[src/hw/trm_regs.svh]
`ifndef TRM_REGS_SVH
`define TRM_REGS_SVH
// ==========================================================
// timing
`define TRM_CLK_HZ 20000000
`define TRM_TICK_US 1000
`define TRM_TICK_CYCLES ((`TRM_CLK_HZ / 1000000) * `TRM_TICK_US)
// ==========================================================
// digital filter, in ms
`define TRM_DI_FILT_DEF_MS 10
`define TRM_DI_FILT_MAX_MS 10'h3E8
// ==========================================================
// analog, volts in 10 mV, percent in 0.1 %, time in 10 ms
`define TRM_AI_FULL_SCALE 10'h3E8
`define TRM_AI_VOLT_CLAMP 11'h3E8
`define TRM_AI_FILT_DEF_10MS 10
`define TRM_AI_FILT_MAX_10MS 10'h3E8
`define TRM_AI_MS_PER_UNIT 14'hA
`define TRM_AI_FRAC_BITS 16
`define TRM_PCT_FULL 11'h3E8
// ==========================================================
// up/down ramp, accumulator in micro-hertz
`define TRM_RATE_DEF_RES1 100
`define TRM_RATE_DEF_RES2 1000
`define TRM_RES_THOUSANDTH 2'h2
`define TRM_RES1_SCALE 4'hA
`define TRM_RES2_SCALE 4'h1
`define TRM_OFFS_MAX 33'sh07FFFFFFF
`define TRM_OFFS_MIN -33'sh080000000
`endif

[src/hw/trm_pkg.sv]
package trm_pkg;
  typedef enum logic [1:0] {
    TRM_TWO_LINE_A = 2'b00,
    TRM_TWO_LINE_B = 2'b01,
    TRM_THREE_LINE_A = 2'b10,
    TRM_THREE_LINE_B = 2'b11
  } trm_mode_e;
  typedef logic signed [10:0] trm_pct_t;
  typedef logic [9:0] trm_volt_t;
endpackage

[src/hw/trm_terminal_decoder.sv]
// Contract
// - two select terminals pick motor one to four
// - every digital terminal is filtered with a 0 to 1000 ms time
// - mode setting picks two-line A, two-line B, three-line A or B
// - mode 0: terminal a runs forward, terminal b runs reverse
// - mode 1: a enables running, b level selects reverse
// - mode 2: c enables, a press latches forward, b press reverse
// - three-line modes stop at once when c drops
// - mode 3: c enables, a press starts, b level gives direction
// - up/down terminals ramp frequency at the programmed rate
// - resolution setting sets the weight of one rate step
// - first analog input maps linearly between two points
// - input above maximum point gives the maximum setting
// - input below minimum point follows the policy bit
// - policy 0 gives minimum setting, policy 1 gives zero
// - current input counts 1 mA as 0.5 V
// - first analog input has a 0 to 10 s filter
// - second analog input has its own curve and filter
`timescale 1ns/1ns
`include "trm_regs.svh"
module trm_terminal_decoder #(
  parameter int TICK_CYCLES = `TRM_TICK_CYCLES,
  parameter int NDI = 7
) (
  input wire logic sys_clk,
  input wire logic rst_n,
  input wire logic commandTerminalA,
  input wire logic commandTerminalB,
  input wire logic commandTerminalC,
  input wire logic motorSelTermOne,
  input wire logic motorSelTermTwo,
  input wire logic upTerm,
  input wire logic downTerm,
  input wire logic [9:0] digitalInputFilterTime,
  input wire trm_pkg::trm_mode_e terminalCommandModeSel,
  input wire logic [15:0] updownRampRate,
  input wire logic [1:0] frequencyResolutionSel,
  input wire logic [10:0] analogVoltageInputOne,
  input wire logic [10:0] analogSecondInput,
  input wire logic [1:0] analogIsCurrent,
  input wire trm_pkg::trm_volt_t curveOneMinInput,
  input wire trm_pkg::trm_volt_t curveOneMaxInput,
  input wire trm_pkg::trm_pct_t curveOneMinSetting,
  input wire trm_pkg::trm_pct_t curveOneMaxSetting,
  input wire logic [9:0] analogOneFilterTime,
  input wire trm_pkg::trm_volt_t curveTwoMinInput,
  input wire trm_pkg::trm_volt_t curveTwoMaxInput,
  input wire trm_pkg::trm_pct_t curveTwoMinSetting,
  input wire trm_pkg::trm_pct_t curveTwoMaxSetting,
  input wire logic [9:0] analogTwoFilterTime,
  input wire logic [1:0] belowMinimumPolicy,
  output logic forwardRunCmd,
  output logic reverseRunCmd,
  output logic [1:0] selectedMotor,
  output logic [NDI-1:0] terminalStatus,
  output logic signed [31:0] updownFreqOffset,
  output trm_pkg::trm_pct_t analogOneSetting,
  output trm_pkg::trm_pct_t analogTwoSetting
);

  // ==========================================================
  // millisecond tick
  logic [15:0] tickCnt_r;
  logic msTick_r;

  always_ff @(posedge sys_clk or negedge rst_n) begin
    if (!rst_n) begin
      tickCnt_r <= 16'h0000;
      msTick_r <= 1'b0;
    end else if (tickCnt_r == 16'(TICK_CYCLES - 1)) begin
      tickCnt_r <= 16'h0000;
      msTick_r <= 1'b1;
    end else begin
      tickCnt_r <= tickCnt_r + 16'h0001;
      msTick_r <= 1'b0;
    end
  end

  // ==========================================================
  // terminal filters
  logic [NDI-1:0] rawVec;
  logic [NDI-1:0] diStable_r;
  logic [9:0] diCnt_r [NDI];
  logic [9:0] filtEff;

  assign rawVec = {downTerm, upTerm, motorSelTermTwo, motorSelTermOne,
                   commandTerminalC, commandTerminalB, commandTerminalA};
  assign filtEff = (digitalInputFilterTime > `TRM_DI_FILT_MAX_MS) ?
                   `TRM_DI_FILT_MAX_MS : digitalInputFilterTime;

  // a level must differ for the whole filter time before it is taken;
  // any bounce back resets the count
  for (genvar i = 0; i < NDI; i++) begin : g_di
    always_ff @(posedge sys_clk or negedge rst_n) begin
      if (!rst_n) begin
        diStable_r[i] <= 1'b0;
        diCnt_r[i] <= 10'h000;
      end else if (rawVec[i] == diStable_r[i]) begin
        diCnt_r[i] <= 10'h000;
      end else if (diCnt_r[i] >= filtEff) begin
        diStable_r[i] <= rawVec[i];
        diCnt_r[i] <= 10'h000;
      end else if (msTick_r) begin
        diCnt_r[i] <= diCnt_r[i] + 10'h001;
      end
    end
  end

  assign terminalStatus = diStable_r;

  logic termA;
  logic termB;
  logic termC;
  logic termUp;
  logic termDown;

  assign termA = diStable_r[0];
  assign termB = diStable_r[1];
  assign termC = diStable_r[2];
  assign termUp = diStable_r[5];
  assign termDown = diStable_r[6];

  // ==========================================================
  // motor select
  logic [1:0] motor_r;

  always_ff @(posedge sys_clk or negedge rst_n) begin
    if (!rst_n) begin
      motor_r <= 2'h0;
    end else begin
      motor_r <= {diStable_r[4], diStable_r[3]};
    end
  end

  assign selectedMotor = motor_r;

  // ==========================================================
  // run command decode
  logic prevA_r;
  logic prevB_r;
  logic riseA;
  logic riseB;
  logic latchRun_r;
  logic latchRun_nxt;
  logic latchRev_r;
  logic latchRev_nxt;
  logic fwd_r;
  logic fwd_nxt;
  logic rev_r;
  logic rev_nxt;

  always_ff @(posedge sys_clk or negedge rst_n) begin
    if (!rst_n) begin
      prevA_r <= 1'b0;
      prevB_r <= 1'b0;
    end else begin
      prevA_r <= termA;
      prevB_r <= termB;
    end
  end

  assign riseA = termA & ~prevA_r;
  assign riseB = termB & ~prevB_r;

  always_comb begin
    latchRun_nxt = 1'b0;
    latchRev_nxt = latchRev_r;
    fwd_nxt = 1'b0;
    rev_nxt = 1'b0;
    case (terminalCommandModeSel)
      trm_pkg::TRM_TWO_LINE_A: begin
        fwd_nxt = termA & ~termB;
        rev_nxt = termB & ~termA;
      end
      trm_pkg::TRM_TWO_LINE_B: begin
        fwd_nxt = termA & ~termB;
        rev_nxt = termA & termB;
      end
      trm_pkg::TRM_THREE_LINE_A: begin
        if (!termC) begin
          latchRun_nxt = 1'b0;
        end else if (riseA) begin
          latchRun_nxt = 1'b1;
          latchRev_nxt = 1'b0;
        end else if (riseB) begin
          latchRun_nxt = 1'b1;
          latchRev_nxt = 1'b1;
        end else begin
          latchRun_nxt = latchRun_r;
        end
        fwd_nxt = latchRun_nxt & ~latchRev_nxt;
        rev_nxt = latchRun_nxt & latchRev_nxt;
      end
      trm_pkg::TRM_THREE_LINE_B: begin
        if (!termC) begin
          latchRun_nxt = 1'b0;
        end else if (riseA) begin
          latchRun_nxt = 1'b1;
        end else begin
          latchRun_nxt = latchRun_r;
        end
        latchRev_nxt = termB;
        fwd_nxt = latchRun_nxt & ~termB;
        rev_nxt = latchRun_nxt & termB;
      end
      default: begin
        latchRun_nxt = 1'b0;
      end
    endcase
  end

  // switching to a two-line mode drops the latch, so a later return never
  // resumes a run that nobody pressed for
  always_ff @(posedge sys_clk or negedge rst_n) begin
    if (!rst_n) begin
      latchRun_r <= 1'b0;
      latchRev_r <= 1'b0;
      fwd_r <= 1'b0;
      rev_r <= 1'b0;
    end else begin
      latchRun_r <= latchRun_nxt;
      latchRev_r <= latchRev_nxt;
      fwd_r <= fwd_nxt;
      rev_r <= rev_nxt;
    end
  end

  assign forwardRunCmd = fwd_r;
  assign reverseRunCmd = rev_r;

  // ==========================================================
  // up/down frequency ramp
  logic [15:0] rateEff;
  logic [3:0] rateScale;
  logic [20:0] stepVal;
  logic signed [32:0] offsSum;
  logic signed [31:0] offs_r;

  assign rateEff = (updownRampRate == 16'h0000) ? 16'h0001 : updownRampRate;
  assign rateScale = (frequencyResolutionSel == `TRM_RES_THOUSANDTH) ?
                     `TRM_RES2_SCALE : `TRM_RES1_SCALE;
  assign stepVal = 21'(rateEff) * 21'(rateScale);

  always_comb begin
    offsSum = 33'(offs_r);
    if (termUp && !termDown) begin
      offsSum = 33'(offs_r) + $signed({12'h000, stepVal});
    end else if (termDown && !termUp) begin
      offsSum = 33'(offs_r) - $signed({12'h000, stepVal});
    end
  end

  // saturates rather than wraps: a held button must not flip the sign
  // ramp rate
  always_ff @(posedge sys_clk or negedge rst_n) begin
    if (!rst_n) begin
      offs_r <= 32'sh00000000;
    end else if (msTick_r) begin
      if (offsSum > `TRM_OFFS_MAX) begin
        offs_r <= 32'sh7FFFFFFF;
      end else if (offsSum < `TRM_OFFS_MIN) begin
        offs_r <= 32'sh80000000;
      end else begin
        offs_r <= offsSum[31:0];
      end
    end
  end

  assign updownFreqOffset = offs_r;

  // ==========================================================
  // analog inputs
  logic [10:0] aiRaw [2];
  trm_pkg::trm_volt_t aiMin [2];
  trm_pkg::trm_volt_t aiMax [2];
  trm_pkg::trm_pct_t aiMinSet [2];
  trm_pkg::trm_pct_t aiMaxSet [2];
  logic [9:0] aiFilt [2];
  trm_pkg::trm_pct_t aiOut [2];

  assign aiRaw[0] = analogVoltageInputOne;
  assign aiRaw[1] = analogSecondInput;
  assign aiMin[0] = curveOneMinInput;
  assign aiMin[1] = curveTwoMinInput;
  assign aiMax[0] = curveOneMaxInput;
  assign aiMax[1] = curveTwoMaxInput;
  assign aiMinSet[0] = curveOneMinSetting;
  assign aiMinSet[1] = curveTwoMinSetting;
  assign aiMaxSet[0] = curveOneMaxSetting;
  assign aiMaxSet[1] = curveTwoMaxSetting;
  assign aiFilt[0] = (analogOneFilterTime > `TRM_AI_FILT_MAX_10MS) ?
                     `TRM_AI_FILT_MAX_10MS : analogOneFilterTime;
  assign aiFilt[1] = (analogTwoFilterTime > `TRM_AI_FILT_MAX_10MS) ?
                     `TRM_AI_FILT_MAX_10MS : analogTwoFilterTime;

  for (genvar c = 0; c < 2; c++) begin : g_ai
    trm_analog_curve u_curve (
      .sys_clk(sys_clk),
      .rst_n(rst_n),
      .msTick(msTick_r),
      .rawIn(aiRaw[c]),
      .isCurrent(analogIsCurrent[c]),
      .minIn(aiMin[c]),
      .maxIn(aiMax[c]),
      .minSet(aiMinSet[c]),
      .maxSet(aiMaxSet[c]),
      .filtTime(aiFilt[c]),
      .belowMinZero(belowMinimumPolicy[c]),
      .setting_r(aiOut[c])
    );
  end

  assign analogOneSetting = aiOut[0];
  assign analogTwoSetting = aiOut[1];
endmodule

[src/hw/trm_analog_curve.sv]
`timescale 1ns/1ns
`include "trm_regs.svh"
module trm_analog_curve (
  input wire logic sys_clk,
  input wire logic rst_n,
  input wire logic msTick,
  input wire logic [10:0] rawIn,
  input wire logic isCurrent,
  input wire trm_pkg::trm_volt_t minIn,
  input wire trm_pkg::trm_volt_t maxIn,
  input wire trm_pkg::trm_pct_t minSet,
  input wire trm_pkg::trm_pct_t maxSet,
  input wire logic [9:0] filtTime,
  input wire logic belowMinZero,
  output trm_pkg::trm_pct_t setting_r
);
  localparam int FB = `TRM_AI_FRAC_BITS;
  // ==========================================================
  // scaling and filter
  logic [10:0] half;
  logic [9:0] volt;
  logic [13:0] timeMs;
  logic [3:0] shiftK;
  logic [25:0] acc_r;
  logic signed [27:0] diff;
  trm_pkg::trm_volt_t filtV;
  assign half = isCurrent ? {1'b0, rawIn[10:1]} : rawIn;
  assign volt = (half > `TRM_AI_VOLT_CLAMP) ? `TRM_AI_FULL_SCALE : half[9:0];
  assign timeMs = 14'(filtTime) * `TRM_AI_MS_PER_UNIT;
  // time constant rounded down to a power of two, keeps the filter divider-free
  always_comb begin
    shiftK = 4'h0;
    for (int i = 1; i < 14; i++) begin
      if (timeMs[i]) begin
        shiftK = 4'(i);
      end
    end
  end
  assign diff = $signed({2'b00, volt, 16'h0000}) - $signed({2'b00, acc_r});
  assign filtV = acc_r[25:FB];
  always_ff @(posedge sys_clk or negedge rst_n) begin
    if (!rst_n) begin
      acc_r <= 26'h0000000;
    end else if (filtTime == 10'h000) begin
      acc_r <= {volt, 16'h0000};
    end else if (msTick) begin
      acc_r <= 26'($signed({2'b00, acc_r}) + (diff >>> shiftK));
    end
  end
  // ==========================================================
  // two point curve
  trm_pkg::trm_volt_t effMax;
  trm_pkg::trm_volt_t effMin;
  logic signed [23:0] prod;
  logic signed [23:0] quot;
  trm_pkg::trm_pct_t setting_nxt;
  assign effMax = (maxIn > `TRM_AI_FULL_SCALE) ? `TRM_AI_FULL_SCALE : maxIn;
  assign effMin = (minIn > effMax) ? effMax : minIn;
  assign prod = $signed({14'h0000, filtV - effMin}) * (24'(maxSet) - 24'(minSet));
  assign quot = prod / $signed({14'h0000, effMax - effMin});
  always_comb begin
    setting_nxt = 11'(24'(minSet) + quot);
    if (filtV >= effMax) begin
      setting_nxt = maxSet;
    end else if (filtV < effMin) begin
      setting_nxt = belowMinZero ? 11'sh000 : minSet;
    end
  end
  always_ff @(posedge sys_clk or negedge rst_n) begin
    if (!rst_n) begin
      setting_r <= 11'sh000;
    end else begin
      setting_r <= setting_nxt;
    end
  end
endmodule

[config.mk]
export PLATFORM = sky130hd
export DESIGN_NAME = trm_terminal_decoder
export DESIGN_NICKNAME = d
export VERILOG_FILES = /design/src/hw/trm_pkg.sv /design/src/hw/trm_terminal_decoder.sv /design/src/hw/trm_analog_curve.sv
export VERILOG_INCLUDE_DIRS = /design/src /design/src/hw
export SDC_FILE = /design/constraint.sdc
export NUM_CORES = 2
export LEC_CHECK = 0
export ABC_CLOCK_PERIOD_IN_PS = 209800
export BUFFER_PORTS_ARGS = -buffer_cell sky130_fd_sc_hd__buf_4
export CORE_ASPECT_RATIO = 1.5
export CORE_MARGIN = 2
export CORE_UTILIZATION = 35
export CTS_CLUSTER_SIZE = 28
export DETAILED_ROUTE_END_ITERATION = 6
export PLACE_DENSITY = 0.48
export RECOVER_POWER = 100
export SETUP_SLACK_MARGIN = 0.05
export SKIP_CTS_REPAIR_TIMING = 1
export SLEW_MARGIN = 20
export SYNTH_ARGS = -nofsm -noshare
export SYNTH_HDL_FRONTEND = slang
export SYNTH_SLANG_ARGS = --single-unit
[constraint.sdc]
create_clock -name sys_clk -period 209.8 [get_ports sys_clk]
set_input_delay 52.45 -clock sys_clk [delete_from_list [all_inputs] [get_ports sys_clk]]
set_output_delay 52.45 -clock sys_clk [all_outputs]
set_load 0.05 [all_outputs]
==> qor.yml <==
setup_tns_ns: 0
die_h_um: 516.6
drv_slew: 264
drc_errors: 0
cp-start-kind: "primary input"
htreeDepth: 1
critical_path_class: "primary input to flop"
max_stage_delay_ns: 0.96
finalHoldViolCount: 0
violations: "capacitance limit, slew limit"
synthFlopType: "dfrtp_1"
synth_top_area_share_pct: 17.80
cts_tree: "yes"
clock.fmax_ghz: 0.007025
synth_seq_cells: 208
min_from: "terminalStatus[3]$_DFFE_PN0P_"
maxSlewHeadroom_pct: -285.4
layout_common_cells: "ha_1 (872), nor2_1 (854), inv_1 (708)"
cp_num_buf_inv: 22
syn_inst: 8178
cts_sinks: 208
hold_depth: 0
nNetsFinal: 9580
synth-edff-count: 0
arrival_ns: 142.82
crit_slowest_cell: "clkbuf_1"
worstPathMaxFanout: 26
critPathRequiredTime_ns: 210.27
hold_end: "selectedMotor[0]$_DFF_PN0_"
reg2reg_setup_slack_ns: 122.69
postRouteAntennaNets: 0
viasPerCell: 5.593
rows: 188
grt_pass1_wl_um: 320700
antenna_found_initial: 10
hold_path_class: "flop to flop"
reg2regPathDepth: 362
wire_per_inst_um: 18.76
ys_seq_area_share_pct: 8.491
finalSetupViolCount: 0
initialDrtViolationCount: 2584
status: "finished with violations"
dieArea_um2: 178600
ys_types: 120
avgSynthCellArea_um2: 7.496
io_buffer_count: 233
layout.cells.most_common: "ha_1"
track_usage_pct: 21.85
cts_root_buffer: "clkbuf_16"
fp.dieW_um: 345.7
grt_start_max_net_pins: 87
fp.coreArea_um2: 174500
clkTransAtPathRegs_ns: 0.06
initial_core_util_pct: 35.12
async_flop_share_pct: 100.0
num_vias: 59220
overflow: 0
clock_latency_ns: 0.65
synth_area_leaders: "ha_1 (18%), dfrtp_1 (8.5%), fa_1 (8.3%)"
synth_top_cell_by_area: "ha_1"
crit_family: "compound AO/OA/AOI/OAI gates"
netlist_area_um2: 61300
grt_pass1_vias: 60330
place.gp.congestion: 0.9254
final_min_period_over_clock_period_pct: 67.85
finalClockSkew_ns: 0.03461
hpwl_um: 164100
numCtsBuffers: 29
area_delta_synth_final_pct: 8.197
critPathCaptureType: "flop"
drive_above_1_share_pct: 6.875
drv_cap: 5
r2r-start: "g_ai[0].u_curve.acc_r[16]$_DFFE_PN0P_"
max-clock-path-buffers: 3
ios: 234
min_period_ns: 142.35
wl_um: 198700
cpMostUsedCell: "o21a_1"
synth.yosys.warnings: 0
rsz0062_at_grt: "false"
firstDrtPassIters: 5
worst_pin_slew_ns: 5.781
timing.rr.end: "g_ai[0].u_curve.setting_r[10]$_DFF_PN0_"
cells in the mapped netlist, types with 17 or more instances:
cell type	count
o211ai_1	59
or4_1	20
mux2_2	147
a211oi_1	67
nor2b_1	104
or3_1	60
a211o_1	24
o21bai_1	125
xor2_1	191
o211a_1	17
a21o_1	145
o21ai_0	345
or2_2	48
clkbuf_1	197
buf_1	20
nand4_1	93
o22ai_1	60
maj3_1	30
mux2i_1	169
nand3_1	123
nor4_1	53
a21boi_0	19
a41oi_1	17
inv_1	708
dfrtp_1	208
nor3_1	361
fa_1	255
and3_1	68
a31oi_1	57
o31ai_1	153
o21a_1	296
a21oi_1	550
o31a_1	34
nor3b_1	21
nand2_1	685
nor2_1	863
a311oi_1	18
ha_1	872
xnor2_1	292
nand2b_1	130
a22oi_1	32
o21ai_1	19
and2_1	93
how the worst max path moves through the flow:
| stage | startpoint | endpoint | depth (start not counted) |
|---|---|---|---|
| global placement | curveOneMaxInput[3] | g_ai[0].u_curve.setting_r[10]$_DFF_PN0_ | 370 |
| finish | curveOneMaxInput[3] | g_ai[0].u_curve.setting_r[10]$_DFF_PN0_ | 372 |
| CTS | curveOneMaxInput[3] | g_ai[0].u_curve.setting_r[10]$_DFF_PN0_ | 371 |
| floorplan | curveOneMaxInput[4] | g_ai[0].u_curve.setting_r[10]$_DFF_PN0_ | 389 |
| detailed placement | curveOneMaxInput[3] | g_ai[0].u_curve.setting_r[10]$_DFF_PN0_ | 372 |
| global route | curveOneMaxInput[3] | g_ai[0].u_curve.setting_r[10]$_DFF_PN0_ | 375 |
metal layers:
layer / vias to the layer above / wire [um] / global-route usage [%]
li1: 29540 / - / -
met1: 28470 / 80520 / 24.36
met2: 923 / 106000 / 43.50
met3: 283 / 5171 / 1.414
met4: 2 / 6922 / 6.891
met5: - / 16 / 0
kinds of logic after synthesis:
logic type | share of synthesized area [%]
multiplexers | 5.570
adder cells (fa/ha/maj) | 26.62
AO/OA/AOI/OAI | 24.57
XOR/XNOR | 6.901
flip-flops | 8.491
buffers and inverters | 5.950
AND/OR/NAND/NOR | 21.89
other | 0.01225
through the flow:
stage	cell area (um^2)	util (%)	hold slack, ns	instances	setup slack (ns)
final	66320	38.00	0.4356	10590	67.45
after global routing	66320	38.00	0.4728	10590	59.34
after CTS	66690	38.21	0.4391	10590	71.03
after detailed placement	65690	37.63	0.4246	10530	70.65
after global placement	65660	37.62	0.4149	10530	71.05
after floorplan	61300	-	0.4329	8179	82.98
sequential cells by signal, summed over array words and instances (netlist names), 2 cells and up:
name and cells:
diCnt_r 70, terminalStatus 2, selectedMotor 2, tickCnt_r 16, g_ai.u_curve.acc_r 52, updownFreqOffset 32, g_ai.u_curve.setting_r 22
worst reg2reg max path, delay by kind of cell, from the launching register on:
kind / cells / cell delay, ns
compound gates: 209 / 45.16
xor+xnor: 5 / 1.66
fa+ha+maj: 36 / 12.05
buf+inv: 22 / 4.91
flops: 1 / 0.40
mux: 6 / 2.32
simple gates: 84 / 20.37
cell type report:
type                    count  area, um^2
clock inverters            19       237.7
well taps                2280        2853
flip-flops and latches    208        5209
repair buffers            314        2057
fillers                 18530      108200
clock buffers              34       764.5
inverters                 716        2688
multi-input cells        7015       52510
diodes                      2       5.005
Power is not shown: default switching activity piles up to over one toggle a cycle in this logic, so the estimate is an artifact.
